`src/core/lpts_pkg.sv`:
```
// Constants, register map and types of the power/thermal sideband block.
// Assumes one 50 MHz clock domain and a 32-bit AHB-Lite register bus.
package lpts_pkg;

    // ****************************************
    // Register map (byte addresses)
    // ****************************************
    localparam int          ADDR_W       = 8;
    localparam logic [7:0]  OFS_CTRL     = 8'h00; // Control
    localparam logic [7:0]  OFS_VREQ     = 8'h04; // Voltage request
    localparam logic [7:0]  OFS_STATUS   = 8'h08; // Live status
    localparam logic [7:0]  OFS_IRQ_STAT = 8'h0c; // Sticky events, W1C
    localparam logic [7:0]  OFS_IRQ_MASK = 8'h10; // Event enables

    // ****************************************
    // Field positions and reset values
    // ****************************************
    localparam int          CTRL_TCC_EN  = 0;     // Thermal circuit enable
    localparam logic        TCC_EN_RST   = 1'b1;
    localparam int          VREQ_SEL_LO  = 8;     // Selector at [9:8]
    localparam logic [6:0]  VCODE_RST    = 7'h00;
    localparam logic [1:0]  VSEL_INVALID = 2'h0;
    localparam logic [1:0]  VSEL_CORE    = 2'h1;
    localparam logic [1:0]  VSEL_UNCORE  = 2'h2;
    localparam logic [1:0]  VSEL_RSVD    = 2'h3;
    localparam int          VREQ_STEP_UV = 12500; // 12.5 mV per code step
    localparam int          TRIP_TEMP_C  = 120;   // Sensor trip point
    localparam logic        REFCLK_100M  = 1'b0;  // High level reserved
    localparam logic [2:0]  PM_RESET     = 3'h0;  // Power mode: in reset
    localparam int          ST_PM_LO     = 8;     // Power mode at [10:8]
    localparam int          IRQ_TRIP     = 0;
    localparam int          IRQ_EXT_HOT  = 1;
    localparam int          IRQ_TCC      = 2;
    localparam int          IRQ_INTERNAL_ERROR_FLAG     = 3;
    localparam int          IRQ_W        = 4;
    localparam logic [3:0]  IRQ_RST      = 4'h0;
    localparam int          SYNC_W       = 7;     // Synchronised inputs
    localparam logic [2:0]  HOT_MASK_RST = 3'h0;  // Own-drive echo mask

    // ****************************************
    // Types
    // ****************************************
    typedef enum logic [1:0] {
        LPTS_DP_IDLE,
        LPTS_DP_WRITE,
        LPTS_DP_RDWAIT,
        LPTS_DP_RDDONE
    } lpts_dp_t;

endpackage

```
`src/core/lpts_reg_if.sv`:
```
// Register access path between the bus slave and the register file.
// Assumes both ends run on the same clock.
`timescale 1ns/1ps
`default_nettype none
interface lpts_reg_if;
    logic        wr_en; // One-cycle write strobe
    logic [7:0]  addr;  // Byte address of the access
    logic [31:0] wdata; // Write data
    logic [31:0] rdata; // Read data for addr
    // Bus side issues accesses
    modport bus (output wr_en, output addr, output wdata, input rdata);
    // Register side serves them
    modport regs (input wr_en, input addr, input wdata, output rdata);
endinterface
`default_nettype wire

```
`src/core/lpts_ahb.sv`:
```
// AHB-Lite slave front end: single word transfers, always OKAY.
// Assumes it is the only slave; reads add one wait state.
`timescale 1ns/1ps
`default_nettype none
module lpts_ahb
    import lpts_pkg::*;
(
    // Clock, reset, enable
    input  wire logic        mclk_in,
    input  wire logic        rstn_in,
    input  wire logic        ce_in,
    // AHB-Lite slave
    input  wire logic        hsel_in,
    input  wire logic [31:0] haddr_in,
    input  wire logic [1:0]  htrans_in,
    input  wire logic        hwrite_in,
    input  wire logic [2:0]  hsize_in,
    input  wire logic [31:0] hwdata_in,
    input  wire logic        hready_in,
    output logic             hreadyout_out,
    output logic             hresp_out,
    output logic      [31:0] hrdata_out,
    // Register file access
    lpts_reg_if.bus          rif
);
    lpts_dp_t    st_q;    // Data phase state
    lpts_dp_t    st_d;
    logic [7:0]  addr_q;  // Captured address
    logic [7:0]  addr_d;
    logic [31:0] rdata_q; // Read data holding register
    logic [31:0] rdata_d;
    logic        acc;     // Address phase taken

    // ****************************************
    // Address phase decode and next state
    // ****************************************
    always_comb begin
        acc     = hsel_in & htrans_in[1] & hready_in & ce_in;
        st_d    = st_q;
        addr_d  = addr_q;
        rdata_d = rdata_q;
        case (st_q)
            LPTS_DP_IDLE, LPTS_DP_WRITE, LPTS_DP_RDDONE: begin
                // A new address phase replaces a finishing data phase
                if (acc) begin
                    st_d   = hwrite_in ? LPTS_DP_WRITE : LPTS_DP_RDWAIT;
                    addr_d = haddr_in[7:0];
                end else if (ce_in) begin
                    st_d = LPTS_DP_IDLE;
                end
            end
            LPTS_DP_RDWAIT: begin
                // Sample after any earlier write has landed
                if (ce_in) begin
                    rdata_d = rif.rdata;
                    st_d    = LPTS_DP_RDDONE;
                end
            end
            default: st_d = LPTS_DP_IDLE;
        endcase
    end

    // State registers
    always_ff @(posedge mclk_in or negedge rstn_in) begin
        if (!rstn_in) begin
            st_q    <= LPTS_DP_IDLE;
            addr_q  <= 8'h00;
            rdata_q <= 32'h0000_0000;
        end else begin
            st_q    <= st_d;
            addr_q  <= addr_d;
            rdata_q <= rdata_d;
        end
    end

    // ****************************************
    // Outputs; frozen clock enable stalls bus
    // ****************************************
    assign hreadyout_out = ce_in & (st_q != LPTS_DP_RDWAIT);
    assign hresp_out     = 1'b0;
    assign hrdata_out    = rdata_q;
    assign rif.wr_en     = ce_in & (st_q == LPTS_DP_WRITE);
    assign rif.addr      = addr_q;
    assign rif.wdata     = hwdata_in;
endmodule
`default_nettype wire

```
`src/core/lpts_sync.sv`:
```
// Two-flop synchroniser for a bundle of asynchronous levels.
// Assumes inputs change slowly compared with the clock.
`timescale 1ns/1ps
`default_nettype none
module lpts_sync #(
    parameter int W = 1
) (
    // Clock, reset, enable
    input  wire logic         mclk_in,
    input  wire logic         rstn_in,
    input  wire logic         ce_in,
    // Levels
    input  wire logic [W-1:0] async_in,
    input  wire logic [W-1:0] rst_val_in,
    output logic      [W-1:0] sync_out
);
    logic [W-1:0] meta_q; // First stage, read only by second stage
    logic [W-1:0] meta_d;
    logic [W-1:0] sync_q; // Second stage
    logic [W-1:0] sync_d;

    // ****************************************
    // Next values
    // ****************************************
    always_comb begin
        meta_d = ce_in ? async_in : meta_q;
        sync_d = ce_in ? meta_q : sync_q;
    end

    // Registers; reset to all ones so idle active-low lines read released
    always_ff @(posedge mclk_in or negedge rstn_in) begin
        if (!rstn_in) begin
            meta_q <= '1;
            sync_q <= '1;
        end else begin
            meta_q <= meta_d;
            sync_q <= sync_d;
        end
    end

    assign sync_out = sync_q;
endmodule
`default_nettype wire

```
`src/core/lpts_top.sv`:
```
// Legacy power and thermal sideband pins with AHB-Lite registers.
// Assumes sensor levels and pins are asynchronous; error and link
// reset pulses come from logic on the same clock.
//
// Local design decisions: the AHB-Lite slave port and the register offsets.
`timescale 1ns/1ps
`default_nettype none
module lpts_top (
    // Clock, reset, enable
    input  wire logic        mclk_in,
    input  wire logic        rstn_in,
    input  wire logic        ce_in,
    // AHB-Lite slave
    input  wire logic        hsel_in,
    input  wire logic [31:0] haddr_in,
    input  wire logic [1:0]  htrans_in,
    input  wire logic        hwrite_in,
    input  wire logic [2:0]  hsize_in,
    input  wire logic [31:0] hwdata_in,
    input  wire logic        hready_in,
    output logic             hreadyout_out,
    output logic             hresp_out,
    output logic      [31:0] hrdata_out,
    // Sensors and core events
    input  wire logic        trip_sensor_in,
    input  wire logic        hot_sensor_in,
    input  wire logic        internal_error_in,
    input  wire logic        link_reset_msg_in,
    // Chipset inputs
    input  wire logic [2:0]  power_mode_in,
    input  wire logic        self_refresh_ack_n_in,
    // Power management outputs
    output logic      [6:0]  voltage_request_code_out,
    output logic      [1:0]  voltage_target_select_out,
    output logic             refclk_select_out,
    // Open-drain and two-way thermal pins
    output logic             catastrophic_trip_n_out,
    output logic             catastrophic_trip_n_oe_n_out,
    input  wire logic        hot_temp_n_in,
    output logic             hot_temp_n_out,
    output logic             hot_temp_n_oe_n_out,
    // Status to the core
    output logic             halt_exec_out,
    output logic             thermal_control_circuit_out,
    output logic             internal_error_flag_out,
    output logic             irq_out
);
    import lpts_pkg::*;

    // ****************************************
    // Declarations
    // ****************************************
    lpts_reg_if rif ();                     // Bus to register path
    logic [SYNC_W-1:0] sync;               // Synchronised inputs
    logic              hot_line_s;         // Hot line, active low
    logic              trip_s;             // Trip sensor
    logic              hot_s;              // Safe-limit sensor
    logic [2:0]        pm_s;               // Power mode
    logic              sr_ack_n_s;         // Self-refresh ack
    logic              pm_reset;           // Power mode holds reset
    logic              ext_hot;            // System asserts hot line
    logic              tcc_en_q;           // Control: circuit enable
    logic              tcc_en_d;
    logic [6:0]        code_q;             // Voltage code
    logic [6:0]        code_d;
    logic [1:0]        sel_q;              // Voltage target
    logic [1:0]        sel_d;
    logic              refclk_q;           // Reference select
    logic              trip_q;             // Halted by trip
    logic              trip_d;
    logic              trip_pin_q;         // Trip pin asserted
    logic              hot_out_q;          // Driving hot line
    logic              hot_out_d;
    logic [2:0]        hot_mask_q;         // Echo of own drive
    logic [2:0]        hot_mask_d;
    logic              tcc_q;              // Circuit engaged
    logic              tcc_d;
    logic              internal_error_flag_q;             // Internal error flag
    logic              internal_error_flag_d;
    logic [IRQ_W-1:0]  ev;                 // Event pulses
    logic [IRQ_W-1:0]  ev_src;             // Event levels now
    logic [IRQ_W-1:0]  ev_src_q;           // Event levels before
    logic [IRQ_W-1:0]  ist_q;              // Sticky event bits
    logic [IRQ_W-1:0]  ist_d;
    logic [IRQ_W-1:0]  imask_q;            // Event enables
    logic [IRQ_W-1:0]  imask_d;
    logic              irq_q;              // Interrupt level
    logic              wr_vreq;            // Voltage write taken

    // Register write decode, used by every writable register
    function automatic logic wr_hit(input logic [7:0] ofs);
        wr_hit = rif.wr_en && (rif.addr == ofs);
    endfunction

    // ****************************************
    // Bus slave and input synchronisers
    // ****************************************
    lpts_ahb u_ahb (
        .mclk_in       (mclk_in),
        .rstn_in       (rstn_in),
        .ce_in         (ce_in),
        .hsel_in       (hsel_in),
        .haddr_in      (haddr_in),
        .htrans_in     (htrans_in),
        .hwrite_in     (hwrite_in),
        .hsize_in      (hsize_in),
        .hwdata_in     (hwdata_in),
        .hready_in     (hready_in),
        .hreadyout_out (hreadyout_out),
        .hresp_out     (hresp_out),
        .hrdata_out    (hrdata_out),
        .rif           (rif)
    );

    lpts_sync #(.W(SYNC_W)) u_sync (
        .mclk_in    (mclk_in),
        .rstn_in    (rstn_in),
        .ce_in      (ce_in),
        .async_in   ({hot_temp_n_in, ~trip_sensor_in, ~hot_sensor_in,
                      power_mode_in, self_refresh_ack_n_in}),
        .rst_val_in ('1),
        .sync_out   (sync)
    );

    // Unpack; sensors travel inverted so the all-ones reset reads cool
    always_comb begin
        hot_line_s = sync[6];
        trip_s     = ~sync[5];
        hot_s      = ~sync[4];
        pm_s       = sync[3:1];
        sr_ack_n_s = sync[0];
    end

    // ****************************************
    // Thermal and error logic
    // ****************************************
    always_comb begin
        pm_reset   = (pm_s == PM_RESET);
        // Own drive echoes back low; ignore it until the echo clears
        ext_hot    = !hot_line_s && !hot_out_q && (hot_mask_q == 3'h0);
        // Trip halts first; latched until reset power mode
        trip_d     = trip_s | (trip_q & ~pm_reset);
        hot_out_d  = hot_s;
        hot_mask_d = {hot_mask_q[1:0], hot_out_q};
        // Engaged by own sensor or held by the system's line
        tcc_d      = tcc_en_q & (hot_s | ext_hot);
        // Set wins over either clear source
        internal_error_flag_d     = internal_error_in |
                     (internal_error_flag_q & ~pm_reset & ~link_reset_msg_in);
    end

    // Thermal and error registers
    always_ff @(posedge mclk_in or negedge rstn_in) begin
        if (!rstn_in) begin
            trip_q     <= 1'b0;
            trip_pin_q <= 1'b0;
            hot_out_q  <= 1'b0;
            hot_mask_q <= HOT_MASK_RST;
            tcc_q      <= 1'b0;
            internal_error_flag_q     <= 1'b0;
            refclk_q   <= REFCLK_100M;
        end else if (ce_in) begin
            trip_q     <= trip_d;
            trip_pin_q <= trip_q;
            hot_out_q  <= hot_out_d;
            hot_mask_q <= hot_mask_d;
            tcc_q      <= tcc_d;
            internal_error_flag_q     <= internal_error_flag_d;
            refclk_q   <= REFCLK_100M;
        end
    end

    // ****************************************
    // Control and voltage request registers
    // ****************************************
    always_comb begin
        tcc_en_d = tcc_en_q;
        code_d   = code_q;
        sel_d    = sel_q;
        // Reserved target refused, previous request kept
        wr_vreq  = wr_hit(OFS_VREQ) &&
                   (rif.wdata[VREQ_SEL_LO+:2] != VSEL_RSVD);
        if (wr_hit(OFS_CTRL)) begin
            tcc_en_d = rif.wdata[CTRL_TCC_EN];
        end
        // Code and selector move in the same cycle
        if (wr_vreq) begin
            code_d = rif.wdata[6:0];
            sel_d  = rif.wdata[VREQ_SEL_LO+:2];
        end
    end

    // Control registers
    always_ff @(posedge mclk_in or negedge rstn_in) begin
        if (!rstn_in) begin
            tcc_en_q <= TCC_EN_RST;
            code_q   <= VCODE_RST;
            sel_q    <= VSEL_INVALID;
        end else if (ce_in) begin
            tcc_en_q <= tcc_en_d;
            code_q   <= code_d;
            sel_q    <= sel_d;
        end
    end

    // ****************************************
    // Interrupt status and mask
    // ****************************************
    always_comb begin
        ev_src              = '0;
        ev_src[IRQ_TRIP]    = trip_q;
        ev_src[IRQ_EXT_HOT] = ext_hot;
        ev_src[IRQ_TCC]     = tcc_q;
        ev_src[IRQ_INTERNAL_ERROR_FLAG]    = internal_error_flag_q;
        ev                  = ev_src & ~ev_src_q; // Rising edges
        imask_d             = imask_q;
        ist_d               = ist_q;
        if (wr_hit(OFS_IRQ_MASK)) begin
            imask_d = rif.wdata[IRQ_W-1:0];
        end
        // Write one clears; a new event in that cycle wins
        if (wr_hit(OFS_IRQ_STAT)) begin
            ist_d = ist_d & ~rif.wdata[IRQ_W-1:0];
        end
        ist_d = ist_d | ev;
    end

    // Interrupt registers; output is a registered level
    always_ff @(posedge mclk_in or negedge rstn_in) begin
        if (!rstn_in) begin
            ev_src_q <= IRQ_RST;
            ist_q    <= IRQ_RST;
            imask_q  <= IRQ_RST;
            irq_q    <= 1'b0;
        end else if (ce_in) begin
            ev_src_q <= ev_src;
            ist_q    <= ist_d;
            imask_q  <= imask_d;
            irq_q    <= |(ist_d & imask_d);
        end
    end

    // ****************************************
    // Read multiplexer
    // ****************************************
    always_comb begin
        rif.rdata = 32'h0000_0000; // Unmapped reads as zero
        case (rif.addr)
            OFS_CTRL:     rif.rdata[CTRL_TCC_EN] = tcc_en_q;
            OFS_VREQ: begin
                rif.rdata[6:0]            = code_q;
                rif.rdata[VREQ_SEL_LO+:2] = sel_q;
            end
            OFS_STATUS: begin
                rif.rdata[0]           = trip_q;
                rif.rdata[1]           = hot_out_q;
                rif.rdata[2]           = ext_hot;
                rif.rdata[3]           = tcc_q;
                rif.rdata[4]           = internal_error_flag_q;
                rif.rdata[5]           = ~sr_ack_n_s;
                rif.rdata[ST_PM_LO+:3] = pm_s;
            end
            OFS_IRQ_STAT: rif.rdata[IRQ_W-1:0] = ist_q;
            OFS_IRQ_MASK: rif.rdata[IRQ_W-1:0] = imask_q;
            default:      rif.rdata = 32'h0000_0000;
        endcase
    end

    // ****************************************
    // Pin and status outputs
    // ****************************************
    assign voltage_request_code_out     = code_q;
    assign voltage_target_select_out    = sel_q;
    assign refclk_select_out            = refclk_q;
    assign catastrophic_trip_n_out      = 1'b0;
    assign catastrophic_trip_n_oe_n_out = ~trip_pin_q;
    assign hot_temp_n_out               = 1'b0;
    assign hot_temp_n_oe_n_out          = ~hot_out_q;
    assign halt_exec_out                = trip_q;
    assign thermal_control_circuit_out  = tcc_q;
    assign internal_error_flag_out      = internal_error_flag_q;
    assign irq_out                      = irq_q;

    // ****************************************
    // Assertions
    // ****************************************
    property p_code_write;
        @(posedge mclk_in) disable iff (!rstn_in)
        (ce_in && wr_vreq) |=> (code_q == $past(rif.wdata[6:0]));
    endproperty
    a_code_write: assert property (p_code_write)
        else $error("voltage code not loaded from write");

    property p_sel_legal;
        @(posedge mclk_in) disable iff (!rstn_in)
        sel_q != VSEL_RSVD;
    endproperty
    a_sel_legal: assert property (p_sel_legal)
        else $error("reserved voltage target driven");

    property p_trip_order;
        @(posedge mclk_in) disable iff (!rstn_in)
        (ce_in && trip_s && !trip_q) |=> trip_q && !trip_pin_q;
    endproperty
    a_trip_order: assert property (p_trip_order)
        else $error("trip pin did not follow halt");

    property p_hot_out;
        @(posedge mclk_in) disable iff (!rstn_in)
        (ce_in && hot_s) |=> !hot_temp_n_oe_n_out;
    endproperty
    a_hot_out: assert property (p_hot_out)
        else $error("hot line not driven at safe limit");

    property p_tcc_gate;
        @(posedge mclk_in) disable iff (!rstn_in)
        (ce_in && !tcc_en_q) |=> !tcc_q;
    endproperty
    a_tcc_gate: assert property (p_tcc_gate)
        else $error("thermal circuit engaged while disabled");

    property p_tcc_hold;
        @(posedge mclk_in) disable iff (!rstn_in)
        (ce_in && tcc_en_q && ext_hot) |=> tcc_q;
    endproperty
    a_tcc_hold: assert property (p_tcc_hold)
        else $error("thermal circuit dropped while line held");

    property p_internal_error_flag_set;
        @(posedge mclk_in) disable iff (!rstn_in)
        (ce_in && internal_error_in) |=> internal_error_flag_out;
    endproperty
    a_internal_error_flag_set: assert property (p_internal_error_flag_set)
        else $error("internal error not flagged");

    property p_internal_error_flag_clear;
        @(posedge mclk_in) disable iff (!rstn_in)
        (ce_in && internal_error_flag_q && !internal_error_in &&
         (pm_reset || link_reset_msg_in)) |=> !internal_error_flag_q;
    endproperty
    a_internal_error_flag_clear: assert property (p_internal_error_flag_clear)
        else $error("internal error not cleared by reset");

    property p_refclk;
        @(posedge mclk_in) disable iff (!rstn_in)
        refclk_select_out == REFCLK_100M;
    endproperty
    a_refclk: assert property (p_refclk)
        else $error("reference select left 100 MHz");

    property p_code_stable;
        @(posedge mclk_in) disable iff (!rstn_in)
        $changed(code_q) |-> $changed(sel_q) || $past(wr_vreq);
    endproperty
    a_code_stable: assert property (p_code_stable)
        else $error("voltage code moved outside selector update");
endmodule
`default_nettype wire

```
`config.mk`:
```
export PLATFORM = sky130hd
export DESIGN_NAME = lpts_top
export DESIGN_NICKNAME = d
export VERILOG_FILES = /design/src/core/lpts_pkg.sv /design/src/core/lpts_reg_if.sv /design/src/core/lpts_ahb.sv /design/src/core/lpts_sync.sv /design/src/core/lpts_top.sv
export SDC_FILE = /design/constraint.sdc
export NUM_CORES = 1
export LEC_CHECK = 0
export ABC_AREA = 1
export BUFFER_PORTS_ARGS = -buffer_cell sky130_fd_sc_hd__buf_4
export CAP_MARGIN = 10
export CORE_ASPECT_RATIO = 0.5
export CORE_MARGIN = 1.5
export CORE_UTILIZATION = 47
export DETAILED_ROUTE_END_ITERATION = 8
export PLACE_DENSITY = 0.92
export SYNTH_ARGS = -nofsm -noshare
export SYNTH_HDL_FRONTEND = slang
export SYNTH_SLANG_ARGS = --single-unit
```
`constraint.sdc`:
```
create_clock -name mclk_in -period 2.5 [get_ports mclk_in]
set_clock_uncertainty 0.2 [all_clocks]
set_input_delay 0.5 -clock mclk_in [delete_from_list [all_inputs] [get_ports mclk_in]]
set_output_delay 0.5 -clock mclk_in [all_outputs]
set_load 0.05 [all_outputs]
```
==> out/qor.yml <==
timing:
  fin_worst_hold_slack_ns: 0.04206
  worst_slew_pin_slew_ns: 0.7676
  timing.final.crit_share_pct: 79.93
  timing_max_transition_violations_final: 0
  min_period_ns: 1.998
  highest_clock_rate_mhz: 500.4
  maxSlewHeadroom_pct: 48.82
  rsz0062_at_grt: "false"
  setup_violations: 0
  hold_viol_final: 0
  tns_ns: 0
detailed_routing:
  drt_wl_total_um: 7739
  vias_per_cell: 5.267
  route.vias.total: 2681
  detailedRoute.firstIterationViolations: 407
  number_of_design_rule_violations_left_after_detail_routing: 0
  wl_per_cell_um: 15.20
  postRouteAntennaNets: 0
  firstDrtPassIters: 6
logic_synthesis:
  seq_area_frac_synth_pct: 53.07
  synth_ff_type: "sky130_fd_sc_hd__dfrtp_1"
  synth_seq_cells: 64
  asyncSetResetFlopFracSynth_pct: 100.0
  syn-mean-instance-area_um2: 8.698
  yosysWarnings: 0
  post_synth_num_cell_types: 34
  synth.top_cell.area_share_pct: 40.16
  synth_area_um2: 3053
  ys_top_cells_by_area: "sky130_fd_sc_hd__dfrtp_1, sky130_fd_sc_hd__nand2_1, sky130_fd_sc_hd__dfstp_2"
  synth_area_leader_cell: "sky130_fd_sc_hd__dfrtp_1"
  synth-edff-count: 0
  netlist_instances: 351
grt:
  grt_use_met1_pct: 29.06
  grt_first_pass_wirelength_um: 12390
  antenna_found_initial: 0
  grt_most_used_layer: "met2"
  met3_usage_pct: 9.432
  largest_net_degree_at_the_start_of_global_routing: 65
  globalRouteOverflowTotal: 0
  vias_in_the_first_global_route: 2522
  globalRouteTotalUtil_pct: 24.03
  groute.layer.met2.usage_pct: 38.76
die:
  die_x_um: 117.0
  die_area_um2: 7018
  die-height_um: 59.99
  fp.coreArea_um2: 6181
  rows: 20
  start_util_pct: 49.39
  num_io_pins: 136
cells_and_area:
  area_of_all_placed_cells_without_fillers_um2: 3795
  filler_cell_count: 462
  highest_count_cells_in_the_layout_ignoring_fill_and_taps: "sky130_fd_sc_hd__nand2_1, sky130_fd_sc_hd__buf_4, sky130_fd_sc_hd__dfrtp_1"
  post_layout_cell_count: 509
  drive_above_1_share_pct: 27.32
  flow.area_growth_from_synthesis_pct: 24.30
  layout_commonest_cell: "sky130_fd_sc_hd__nand2_1"
  n_antenna_cell: 0
  layout.nets: 500
pwr:
  net-switching-power_mw: 1.129
  leakagePower_nw: 1.928
  clockPowerShare_pct: 36.8
  swShare_pct: 34.35
  p_comb_share_pct: 23.3
  power.sequential.fraction_pct: 39.9
  power_density_nw_per_um2: 866.2
  worst_ir_drop_vdd_mv: 0.3986
  p_int_mw: 2.158
critical_path:
  worstSetupPathType: "flip-flop to flip-flop"
  startpoint_type: "flip-flop"
  crit_required_ns: 2.57
  end_kind: "flip-flop"
  timing.critical_path.fanout_max: 7
  crit_arrival_ns: 2.07
clock_tree:
  cts-htree-levels: 3
  post_cts.repair.setup_buffers: 0
  postCtsHoldBufs: 0
  clk_latency_ns: 0.34
  cts_tree: "built"
  cts-buffers-inserted: 9
  numClockSinks: 64
  clk_root_buffer_cell: "sky130_fd_sc_hd__clkbuf_16"
  post_cts_resized: 0
  clk_pin_slew_worst_paths_ns: 0.06
  cts.path.max_buffers: 2
placed_design:
  place.detailed.hpwl_um: 4604
  dpl.cell_count: 493
  dpl_cell_area_um2: 3503
  buffer_ports.inserted: 58
  gp_routability_congestion: 0.8332
run:
  drv.max_cap_violation_count: 0
outcome:
  outcome: "complete, no violations"
worst_hold_path:
  hold_path.class: "input port to async pin"
## kinds of logic after synthesis
group	synth area share (%)
and+or+nand+nor	21.48
DFF	53.07
other	0.1228
muxes	1.106
AOI/OAI and AO/OA	12.01
buffers and inverters	12.21
## worst paths after layout
kind	start	slack [ns]	cells past startpoint	to
worst max-delay path	u_ahb.rif.addr[7]	0.50	7	u_ahb.hrdata_out[3]
worst min-delay path	rstn_in	0.04	1	u_ahb.hrdata_out[10]
worst max register to register	u_ahb.rif.addr[7]	0.50	7	u_ahb.hrdata_out[3]
worst min register to register	u_sync.meta_q[6]	0.26	2	u_sync.meta_q[6]
max in group asynchronous	rstn_in	1.56	1	imask_q[0]
min in group mclk_in	trip_sensor_in	0.12	2	u_sync.meta_q[5]
## power groups by stage
stage	logic [mW]	registers, mW	clock network [mW]
2_1_floorplan	0.408	1.45	0
3_3_place_gp	0.732	1.31	0
3_5_place_dp	0.753	1.32	0
4_1_cts	0.763	1.31	1.21
5_1_grt	0.823	1.33	1.27
6_report	0.765	1.31	1.21
## metal layers
layer | share of wire (%) | up-vias
li1 | - | 1200
met1 | 37 | 1242
met2 | 49 | 195
met3 | 11 | 44
met4 | 3.9 | 0
met5 | 0 | -
## metrics by stage
stage	utilization (%)	worst slack, ns	total power, mW
6_report	61.40	0.5017	3.287
5_1_grt	61.40	0.3529	3.417
4_1_cts	61.40	0.5415	3.280
3_5_place_dp	56.68	0.6381	2.072
3_3_place_gp	56.68	0.6711	2.046
2_1_floorplan	-	0.3791	1.861
## synth_stat cells (4+ instances only)
library cell	n
sky130_fd_sc_hd__nand3_1	14
sky130_fd_sc_hd__dfstp_2	15
sky130_fd_sc_hd__dfrtp_1	49
sky130_fd_sc_hd__a2bb2oi_1	4
sky130_fd_sc_hd__a21oi_1	11
sky130_fd_sc_hd__a31oi_1	4
sky130_fd_sc_hd__clkbuf_1	4
sky130_fd_sc_hd__buf_1	4
sky130_fd_sc_hd__nand2_1	108
sky130_fd_sc_hd__nor2_1	25
sky130_fd_sc_hd__buf_4	26
sky130_fd_sc_hd__o21ai_2	4
sky130_fd_sc_hd__o21ai_0	18
sky130_fd_sc_hd__inv_1	33
## worst max-delay path, cell delays in order (launching register included)
cell and delay [ns]:
sky130_fd_sc_hd__dfrtp_1 0.37, sky130_fd_sc_hd__nor2_1 0.19, sky130_fd_sc_hd__nand2_2 0.15, sky130_fd_sc_hd__nor4_4 0.41, sky130_fd_sc_hd__inv_1 0.15, sky130_fd_sc_hd__o21ai_0 0.23, sky130_fd_sc_hd__o21ai_0 0.15, sky130_fd_sc_hd__nand2_1 0.08
## sequential cells by signal, summed over array words and instances, names as in the netlist, 3 cells and up
name / count
ev_src_q: 4
u_ahb.hrdata_out: 10
u_ahb.rif.addr: 8
voltage_request_code_out: 7
u_sync.sync_out: 7
imask_q: 4
ist_q: 4
hot_mask_q: 3
u_sync.meta_q: 7
## area by class of cell
class | count | area, um2 | share of cell area (%)
Inverter | 35 | 131.4 | 3.462
Clock buffer | 10 | 250.2 | 6.594
Timing Repair Buffer | 65 | 488.0 | 12.86
Sequential cell | 64 | 1620 | 42.70
Clock inverter | 6 | 41.29 | 1.088
Tap cell | 88 | 110.1 | 2.901
Multi-Input combinational cell | 241 | 1154 | 30.40
No activity file was read; power rests on OpenSTA's default activity.
